<file path="config.mk">
export PLATFORM = sky130hd
export DESIGN_NAME = sdp_serial_dac_port
export DESIGN_NICKNAME = d
export VERILOG_FILES = /design/src/shared/sdp_pkg.sv /design/src/design/sdp_serial_dac_port.sv /design/src/design/sdp_sync2.sv
export SDC_FILE = /design/constraint.sdc
export NUM_CORES = 1
export LEC_CHECK = 0
export BUFFER_PORTS_ARGS = -buffer_cell sky130_fd_sc_hd__buf_2
export CAP_MARGIN = 5
export CORE_UTILIZATION = 52
export DETAILED_ROUTE_END_ITERATION = 8
export PLACE_DENSITY = 0.83
export SETUP_SLACK_MARGIN = 0.1
export SYNTH_ARGS = -nofsm -noshare
export SYNTH_HDL_FRONTEND = slang
export SYNTH_SLANG_ARGS = --single-unit
</file>
<file path="constraint.sdc">
create_clock -name clock -period 3.2 [get_ports clock]
set_input_delay 0.32 -clock clock [delete_from_list [all_inputs] [get_ports clock]]
set_output_delay 0.32 -clock clock [all_outputs]
set_load 0.005 [all_outputs]
</file>
<file path="src/shared/sdp_pkg.sv">
// constants, pin indices and register map of the serial converter input port
`default_nettype none
package sdp_pkg;
    // serial word and converter latch
    localparam int         SDP_WORD_BITS  = 16;
    localparam int         SDP_CODE_BITS  = 12;
    localparam int         SDP_CNT_W      = 5;
    localparam logic [4:0] SDP_WORD_CNT   = 5'h10;
    localparam logic [4:0] SDP_LAST_CNT   = 5'h0F;
    localparam logic [4:0] SDP_CNT_ZERO   = 5'h00;
    localparam logic [4:0] SDP_CNT_ONE    = 5'h01;
    localparam int         SDP_SHIFT_MSB  = 15;
    localparam logic [11:0] SDP_CODE_CLEAR = 12'h000;
    localparam logic [11:0] SDP_MIDSCALE   = 12'h800;

    // pin positions inside the synchroniser vector
    localparam int SDP_PIN_COUNT = 7;
    localparam int SDP_PIN_SCLK  = 0;
    localparam int SDP_PIN_SYNC  = 1;
    localparam int SDP_PIN_DIN   = 2;
    localparam int SDP_PIN_LOAD  = 3;
    localparam int SDP_PIN_CHAIN = 4;
    localparam int SDP_PIN_CLR   = 5;
    localparam int SDP_PIN_FMT   = 6;

    // register bus
    localparam int          SDP_ADDR_W      = 4;
    localparam int          SDP_DATA_W      = 32;
    localparam logic [3:0]  SDP_OFF_CTRL    = 4'h0;
    localparam logic [3:0]  SDP_OFF_STATUS  = 4'h4;
    localparam logic [3:0]  SDP_OFF_SHIFT   = 4'h8;
    localparam logic [1:0]  SDP_RESP_OKAY   = 2'h0;
    localparam logic [1:0]  SDP_RESP_SLVERR = 2'h2;
    localparam int          SDP_CTRL_CLR_BIT   = 0;
    localparam int          SDP_STAT_AUTO_BIT  = 16;
    localparam int          SDP_STAT_DONE_BIT  = 17;
    localparam int          SDP_STAT_CHAIN_BIT = 18;
    localparam int          SDP_STAT_FMT_BIT   = 19;
    localparam int          SDP_STAT_CNT_LSB   = 20;

    // frame state, gray along idle -> shift -> done
    typedef enum logic [1:0] {
        SDP_ST_IDLE  = 2'h0,
        SDP_ST_SHIFT = 2'h1,
        SDP_ST_DONE  = 2'h3
    } sdp_frame_e;
endpackage : sdp_pkg
`default_nettype wire

</file>
<file path="src/design/sdp_serial_dac_port.sv">
// serial word input port, converter latch and register slave
`timescale 1ns/1ps
`default_nettype none
module sdp_serial_dac_port
    import sdp_pkg::*;
(
    // clock and reset
    input  wire logic                  clock,
    input  wire logic                  reset_n,
    // serial pins
    input  wire logic                  serial_clk,
    input  wire logic                  frame_sync_n,
    input  wire logic                  serial_word_in,
    input  wire logic                  latch_load_strobe_n,
    input  wire logic                  chain_enable,
    input  wire logic                  clear_n,
    input  wire logic                  code_format_select,
    output var  logic                  chain_data_out,
    output var  logic                  chain_data_out_en,
    // offset-binary code to the analog stage
    output var  logic [11:0]           converter_code,
    // axi4-lite slave
    input  wire logic [SDP_ADDR_W-1:0] s_axi_awaddr,
    input  wire logic                  s_axi_awvalid,
    output var  logic                  s_axi_awready,
    input  wire logic [SDP_DATA_W-1:0] s_axi_wdata,
    input  wire logic [3:0]            s_axi_wstrb,
    input  wire logic                  s_axi_wvalid,
    output var  logic                  s_axi_wready,
    output var  logic [1:0]            s_axi_bresp,
    output var  logic                  s_axi_bvalid,
    input  wire logic                  s_axi_bready,
    input  wire logic [SDP_ADDR_W-1:0] s_axi_araddr,
    input  wire logic                  s_axi_arvalid,
    output var  logic                  s_axi_arready,
    output var  logic [SDP_DATA_W-1:0] s_axi_rdata,
    output var  logic [1:0]            s_axi_rresp,
    output var  logic                  s_axi_rvalid,
    input  wire logic                  s_axi_rready
);
    function automatic logic [3:0] sdp_word_addr(input logic [SDP_ADDR_W-1:0] a);
        sdp_word_addr = {a[3:2], 2'h0};
    endfunction : sdp_word_addr

    logic [SDP_PIN_COUNT-1:0] pins_s, pins_prev;
    logic [15:0]              shift;
    logic [4:0]               bit_count;
    logic [11:0]              latch;
    logic                     auto_mode, soft_clear, wr_strb0;
    sdp_frame_e               state;
    logic [SDP_ADDR_W-1:0]    wr_addr;
    logic [SDP_DATA_W-1:0]    wr_data;
    sdp_sync2 #(.WIDTH(SDP_PIN_COUNT)) u_sync (
        .clock    (clock),
        .reset_n  (reset_n),
        .async_in ({code_format_select, clear_n, chain_enable, latch_load_strobe_n,
                    serial_word_in, frame_sync_n, serial_clk}),
        .sync_out (pins_s)
    );

    always_ff @(posedge clock or negedge reset_n) begin
        if (!reset_n) begin
            pins_prev <= '0;
        end else begin
            pins_prev <= pins_s;
        end
    end

    logic        sclk_fall, sync_fall, load_fall, sync_low;
    logic        din_s, chain_s, fmt_s, clear_level;
    logic        auto_eff, accept, auto_fire;
    logic [4:0]  cnt_base;
    logic [15:0] shift_next;

    always_comb begin
        sclk_fall   = pins_prev[SDP_PIN_SCLK] & ~pins_s[SDP_PIN_SCLK];
        sync_fall   = pins_prev[SDP_PIN_SYNC] & ~pins_s[SDP_PIN_SYNC];
        load_fall   = pins_prev[SDP_PIN_LOAD] & ~pins_s[SDP_PIN_LOAD];
        sync_low    = ~pins_s[SDP_PIN_SYNC];
        din_s       = pins_s[SDP_PIN_DIN];
        chain_s     = pins_s[SDP_PIN_CHAIN];
        fmt_s       = pins_s[SDP_PIN_FMT];
        clear_level = ~pins_s[SDP_PIN_CLR] | soft_clear;
        // a frame start and its first edge may land in one cycle
        cnt_base    = sync_fall ? SDP_CNT_ZERO : bit_count;
        auto_eff    = sync_fall ? ~pins_s[SDP_PIN_LOAD] : auto_mode;
        accept      = sclk_fall & sync_low & (sync_fall | (state != SDP_ST_IDLE))
                    & (chain_s | (cnt_base != SDP_WORD_CNT));
        auto_fire   = accept & auto_eff & (cnt_base == SDP_LAST_CNT);
        shift_next  = {shift[SDP_SHIFT_MSB-1:0], din_s};
    end
    // frame state
    always_ff @(posedge clock or negedge reset_n) begin
        if (!reset_n) begin
            state <= SDP_ST_IDLE;
        end else begin
            case (state)
                SDP_ST_IDLE: begin
                    if (sync_fall) begin
                        state <= SDP_ST_SHIFT;
                    end
                end
                SDP_ST_SHIFT: begin
                    if (!sync_low) begin
                        state <= SDP_ST_IDLE;
                    end else if (accept && !chain_s && cnt_base == SDP_LAST_CNT) begin
                        state <= SDP_ST_DONE;
                    end
                end
                SDP_ST_DONE: begin
                    if (!sync_low) begin
                        state <= SDP_ST_IDLE;
                    end else if (sync_fall) begin
                        state <= SDP_ST_SHIFT;
                    end
                end
                default: state <= SDP_ST_IDLE;
            endcase
        end
    end
    // bit counter, saturates so chain mode cannot wrap it
    always_ff @(posedge clock or negedge reset_n) begin
        if (!reset_n) begin
            bit_count <= SDP_CNT_ZERO;
            auto_mode <= 1'b0;
        end else begin
            if (sync_fall) begin
                auto_mode <= ~pins_s[SDP_PIN_LOAD];
            end
            if (accept && cnt_base != SDP_WORD_CNT) begin
                bit_count <= 5'(cnt_base + SDP_CNT_ONE);
            end else begin
                bit_count <= cnt_base;
            end
        end
    end
    // shift register and chain output
    always_ff @(posedge clock or negedge reset_n) begin
        if (!reset_n) begin
            shift             <= '0;
            chain_data_out    <= 1'b0;
            chain_data_out_en <= 1'b0;
        end else begin
            chain_data_out_en <= chain_s;
            if (accept) begin
                shift <= shift_next;
                if (chain_s) begin
                    chain_data_out <= shift[SDP_SHIFT_MSB];
                end
            end
        end
    end
    // converter latch, clear wins over any load
    always_ff @(posedge clock or negedge reset_n) begin
        if (!reset_n) begin
            latch <= SDP_CODE_CLEAR;
        end else if (clear_level) begin
            latch <= SDP_CODE_CLEAR;
        end else if (auto_fire) begin
            latch <= shift_next[SDP_CODE_BITS-1:0];
        end else if (load_fall && !auto_mode) begin
            latch <= shift[SDP_CODE_BITS-1:0];
        end
    end
    // two's complement flips the msb so zero lands at midscale
    always_ff @(posedge clock or negedge reset_n) begin
        if (!reset_n) begin
            converter_code <= SDP_CODE_CLEAR;
        end else begin
            converter_code <= fmt_s ? (latch ^ SDP_MIDSCALE) : latch;
        end
    end
    // write channel: address and data taken in either order
    logic do_write;
    assign do_write = ~s_axi_awready & ~s_axi_wready & ~s_axi_bvalid;

    always_ff @(posedge clock or negedge reset_n) begin
        if (!reset_n) begin
            s_axi_awready <= 1'b1;
            s_axi_wready  <= 1'b1;
            s_axi_bvalid  <= 1'b0;
            s_axi_bresp   <= SDP_RESP_OKAY;
            wr_addr       <= '0;
            wr_data       <= '0;
            wr_strb0      <= 1'b0;
            soft_clear    <= 1'b0;
        end else begin
            if (s_axi_awvalid && s_axi_awready) begin
                s_axi_awready <= 1'b0;
                wr_addr       <= s_axi_awaddr;
            end
            if (s_axi_wvalid && s_axi_wready) begin
                s_axi_wready <= 1'b0;
                wr_data      <= s_axi_wdata;
                wr_strb0     <= s_axi_wstrb[0];
            end
            if (do_write) begin
                s_axi_bvalid  <= 1'b1;
                s_axi_awready <= 1'b1;
                s_axi_wready  <= 1'b1;
                case (sdp_word_addr(wr_addr))
                    SDP_OFF_CTRL: begin
                        s_axi_bresp <= SDP_RESP_OKAY;
                        if (wr_strb0) begin
                            soft_clear <= wr_data[SDP_CTRL_CLR_BIT];
                        end
                    end
                    SDP_OFF_STATUS, SDP_OFF_SHIFT: s_axi_bresp <= SDP_RESP_OKAY;
                    default: s_axi_bresp <= SDP_RESP_SLVERR;
                endcase
            end else if (s_axi_bvalid && s_axi_bready) begin
                s_axi_bvalid <= 1'b0;
            end
        end
    end
    // read channel, one cycle to data
    always_ff @(posedge clock or negedge reset_n) begin
        if (!reset_n) begin
            s_axi_arready <= 1'b1;
            s_axi_rvalid  <= 1'b0;
            s_axi_rdata   <= '0;
            s_axi_rresp   <= SDP_RESP_OKAY;
        end else if (s_axi_arvalid && s_axi_arready) begin
            s_axi_arready <= 1'b0;
            s_axi_rvalid  <= 1'b1;
            s_axi_rdata   <= '0;
            s_axi_rresp   <= SDP_RESP_OKAY;
            case (sdp_word_addr(s_axi_araddr))
                SDP_OFF_CTRL: s_axi_rdata[SDP_CTRL_CLR_BIT] <= soft_clear;
                SDP_OFF_STATUS: begin
                    s_axi_rdata[SDP_CODE_BITS-1:0]  <= latch;
                    s_axi_rdata[SDP_STAT_AUTO_BIT]  <= auto_mode;
                    s_axi_rdata[SDP_STAT_DONE_BIT]  <= (state == SDP_ST_DONE);
                    s_axi_rdata[SDP_STAT_CHAIN_BIT] <= chain_s;
                    s_axi_rdata[SDP_STAT_FMT_BIT]   <= fmt_s;
                    s_axi_rdata[SDP_STAT_CNT_LSB +: SDP_CNT_W] <= bit_count;
                end
                SDP_OFF_SHIFT: s_axi_rdata[SDP_WORD_BITS-1:0] <= shift;
                default: s_axi_rresp <= SDP_RESP_SLVERR;
            endcase
        end else if (s_axi_rvalid && s_axi_rready) begin
            s_axi_rvalid  <= 1'b0;
            s_axi_arready <= 1'b1;
        end
    end
endmodule : sdp_serial_dac_port
`default_nettype wire

</file>
<file path="src/design/sdp_sync2.sv">
// two-stage synchroniser for the asynchronous pins
`timescale 1ns/1ps
`default_nettype none
module sdp_sync2 #(
    parameter int WIDTH = 1
) (
    // clock and reset
    input  wire logic             clock,
    input  wire logic             reset_n,
    // pins in, synchronised out
    input  wire logic [WIDTH-1:0] async_in,
    output var  logic [WIDTH-1:0] sync_out
);
    logic [WIDTH-1:0] stage1;

    // first stage feeds only the second
    always_ff @(posedge clock or negedge reset_n) begin
        if (!reset_n) begin
            stage1   <= '0;
            sync_out <= '0;
        end else begin
            stage1   <= async_in;
            sync_out <= stage1;
        end
    end
endmodule : sdp_sync2
`default_nettype wire

</file>
==> implementation parameters <==
Parameter                              Value

Outcome
  Result of the run ... complete, no violations

STA
  Hold Fails Final Rpt ... 0
  Post-route clock skew ... between 0.01 and 0.015 ns
  Worst Setup Slack, final ... 0.6430 ns
  Highest clock frequency the design can meet ... between 300 and 400 MHz
  Worst slew margin ... between 20 and 30%
  Time the final worst path needs with I/O delays and setup ... roughly 2.6 ns
  Setup repair after global routing missed its margin ... no
  Total count of max-transition violations in the final report ... 0
  Setup_tns ... 0 ns
  Least-Margin Pin Slew ... between 1 and 1.5 ns
  Total setup violations reported at the end of the flow ... 0
  Share of the cycle needed by the critical path after routing ... between 70% and 80%

Placement
  Setup slack at placement ... ~0.68 ns
  Placed wire-length estimate after detailed placement ... 5149 um
  Placed inst area ... around 4600 um^2
  Port bufs ... 65
  Final weighted congestion of routability-driven global placement ... roughly 0.8

Detailed routing
  DRC viols ... 0
  Average routed wire per standard cell ... between 10 and 15 um
  TritonRoute pass-1 iters ... 4
  Number of vias in the routed layout ... around 2800
  Final wirelength ... between 7000 and 8000 um
  Vias per cell ... around 5.3
  Starting DRT DRC Count ... 167
  Count of nets left with antenna violations after detail routing ... 0

Critical path
  CP top delay family ... simple AND/OR/NAND/NOR gates
  Arrival time reported for the critical path endpoint ... 2.79 ns
  Number of logic stages on the critical path including buffering ... 10
  Nature of the critical path endpoint ... flip-flop
  Worst reg2reg startpoint ... u_sync.sync_out[1]
  Type of the worst setup path ... reg -> reg
  Depth of the worst register-to-register path ... 10
  Required time at the worst-slack endpoint ... roughly 3.4 ns
  Largest stage delay on the critical path ... roughly 0.68 ns
  Critical path buffers and inverters ... 2
  Startpoint type of the worst setup path ... flip-flop
  Start point of the critical path ... u_sync.sync_out[1]
  Timing endpoint of the critical path ... latch[8]
  Peak fanout along the critical path ... 12
  Worst path slowest cell ... or4_4
  Cell breakdown of the critical path ... nand2b_1, nand2_1, inv_1, ha_1, nand2_1, nor2_1, ha_1, inv_1, or4_4, mux2i_1
  Capturing point of the worst reg2reg path ... latch[8]
  Internal reg-to-reg setup slack ... 0.64 ns

GRT
  Global route total overflow ... 0
  Met1 Track Usage GR ... between 20% and 30%
  Met3 global-route usage ... under 10%
  Wire length of the first global-routing pass ... ~13000 um
  Number of antenna violations at the first check in global routing ... 0
  Met2 global-route usage ... about a third
  Total global routing track utilization ... 20.19%
  Most heavily used metal layer in global routing ... met2
  Largest net degree at the start of global routing ... 94
  Number of global-route vias before repair ... ~2700

Final layout
  Final core utilization ... just over 60%
  Layout filler cell count ... roughly 640
  Net count of the finished layout ... between 400 and 500
  Layout cells sized above 1 ... between 20% and 30%
  # diodes ... 0
  Final Instance Area ... about 4800 um^2
  Synthesis-to-finish area growth ... 13.99%

Floorplan
  Placeable core region ... slightly below 8000 um^2
  Die Area ... around 8400 um^2
  Placement Rows ... 32
  Initial cell density of the core ... 53.90%
  Boundary Pins ... between 100 and 150
  DIE WIDTH ... approximately 92 um
  Chip height ... a little over 90 um

Clock network
  Clock-pin slew on the worst setup and hold paths ... approximately 0.090 ns
  Buffers inserted by post-CTS timing repair ... 0
  Clock Path Buffers ... 2
  Clock Root Buffer ... clkbuf_8
  Cells resized by post-CTS repair ... 0
  Insertion delay to the later sink of the worst-skew pair ... approximately 0.36 ns
  TritonCTS sink count ... 104
  TritonCTS clock tree ... built
  Total CTS buffers ... 9
  Depth of the CTS H-tree ... 3
  CTS hold repair buffers ... 0

Synthesis
  Proportion of synthesized flip-flops having asynchronous set or reset ... 100.0%
  Cell type contributing the most total cell area after synthesis ... dfrtp_1
  Mean post-synth cell area ... ~12 um^2
  Count of warnings emitted by yosys ... 0
  Distinct cell type count after synthesis ... 37
  Predominant post-synthesis flop cell ... dfrtp_1
  Cell area after synthesis ... around 4200 um^2
  Share of synthesized area occupied by flip-flops and latches ... 62.25%
  Number of enable flip-flop cells after synthesis ... 0
  Most area-consuming cells after synthesis ... dfrtp_1 60%, mux2_2 6.5%, nand2_1 5.6%
  Cell types with the highest counts after synthesis ... 101 x dfrtp_1, 63 x nand2_1, 30 x o21ai_0, 24 x mux2_2, 15 x clkbuf_1
  Most common cell in the netlist ... dfrtp_1
  Synth Instances ... 351
  Flip-flop and latch count after synthesis ... 104
  Yosys top cell area share ... 60.37%

Hold path
  HP Start ... frame_sync_n
  Type of the most critical hold path ... in -> reg

Power
  Power per unit of standard cell area ... 617.8 nW/um^2
  Max IR drop VDD ... roughly 0.34 mV
  Final Power ... 2.948 mW
  Static power due to leakage ... about 2.4 nW

Flow run
  Number of max-capacitance violations reported ... 0
worst min path at each step:
stage / to / slack (ns) / cells past startpoint
CTS: u_sync.stage1[0] / 0.04 / 1
global route: u_sync.stage1[1] / 0.04 / 1
finish: u_sync.stage1[1] / 0.06 / 1
detailed placement: u_sync.sync_out[4] / 0.33 / 0
floorplan: auto_mode / 0.02 / 0
global placement: u_sync.sync_out[0] / 0.33 / 0
layer usage:
metal / routed length, um / vias to the layer above
li1: - / 1294
met1: 3439 / 1387
met2: 3755 / 96
met3: 424 / 8
met4: 72 / 0
met5: 0 / -
registers in the layout, summed over array words and instances (netlist names), 2 cells and up:
name / flops
s_axi_rdata: 25
u_sync.stage1: 7
shift: 16
latch: 12
pins_prev: 3
u_sync.sync_out: 7
state: 2
bit_count: 5
converter_code: 12
wr_addr: 2
per-stage QoR:
step,instances,hold WS (ns)
finish,521,0.05896
global route,521,0.03691
CTS,521,0.04441
detailed placement,505,0.3347
global placement,505,0.3311
floorplan,359,0.02441
cell families after synthesis:
family                   Yosys count  share of synthesized area (%)
AO/OA/AOI/OAI                     60                          8.966
XOR/XNOR                           4                         0.8370
adder cells (fa/ha/maj)            7                          2.092
buffers and inverters             39                          4.961
flip-flops                       104                          62.25
multiplexers                      37                          9.564
other                              1                        0.08957
AND/OR/NAND/NOR                   99                          11.24
worst register-to-register path: stages, from the launching register on:
cell and delay [ns]:
dfrtp_1 0.47, nand2b_1 0.31, nand2_1 0.13, inv_1 0.11, ha_1 0.18, nand2_1 0.06, nor2_1 0.10, ha_1 0.15
inv_1 0.05, or4_4 0.68, mux2i_1 0.18
power breakdown:
part / switching [mW] / internal (mW) / total (mW)
registers: 0.132 / 1.50 / 1.64
clock network: 0.427 / 0.442 / 0.868
logic: 0.229 / 0.214 / 0.443
cell usage in the layout (no fill, tap or decap), types with 3 or more instances in the layout:
cell type  synthesis  layout
nand3_1            5       5
conb_1             1       9
inv_1             12      12
buf_2              0      64
dfrtp_1          101     101
a21oi_1            3       3
ha_1               7       7
nand2b_1          13      13
dfstp_2            3       3
nor2_1             3       3
mux2i_1           13      13
a22oi_1           11      11
o21ai_0           30      30
clkbuf_8           0       9
o211ai_1          12      12
mux2_2            24      24
buf_4             10       7
nand2_1           63      63
cell type report:
class | count | area [um^2] | area share (%)
Multi-Input combinational cell | 216 | 1408 | 29.50
Clock inverter | 5 | 81.33 | 1.704
Clock buffer | 11 | 131.4 | 2.753
Timing Repair Buffer | 71 | 372.9 | 7.813
Inverter | 12 | 45.04 | 0.9439
Tap cell | 102 | 127.6 | 2.674
Sequential cell | 104 | 2606 | 54.61
Power figures use the tool's default switching activity.
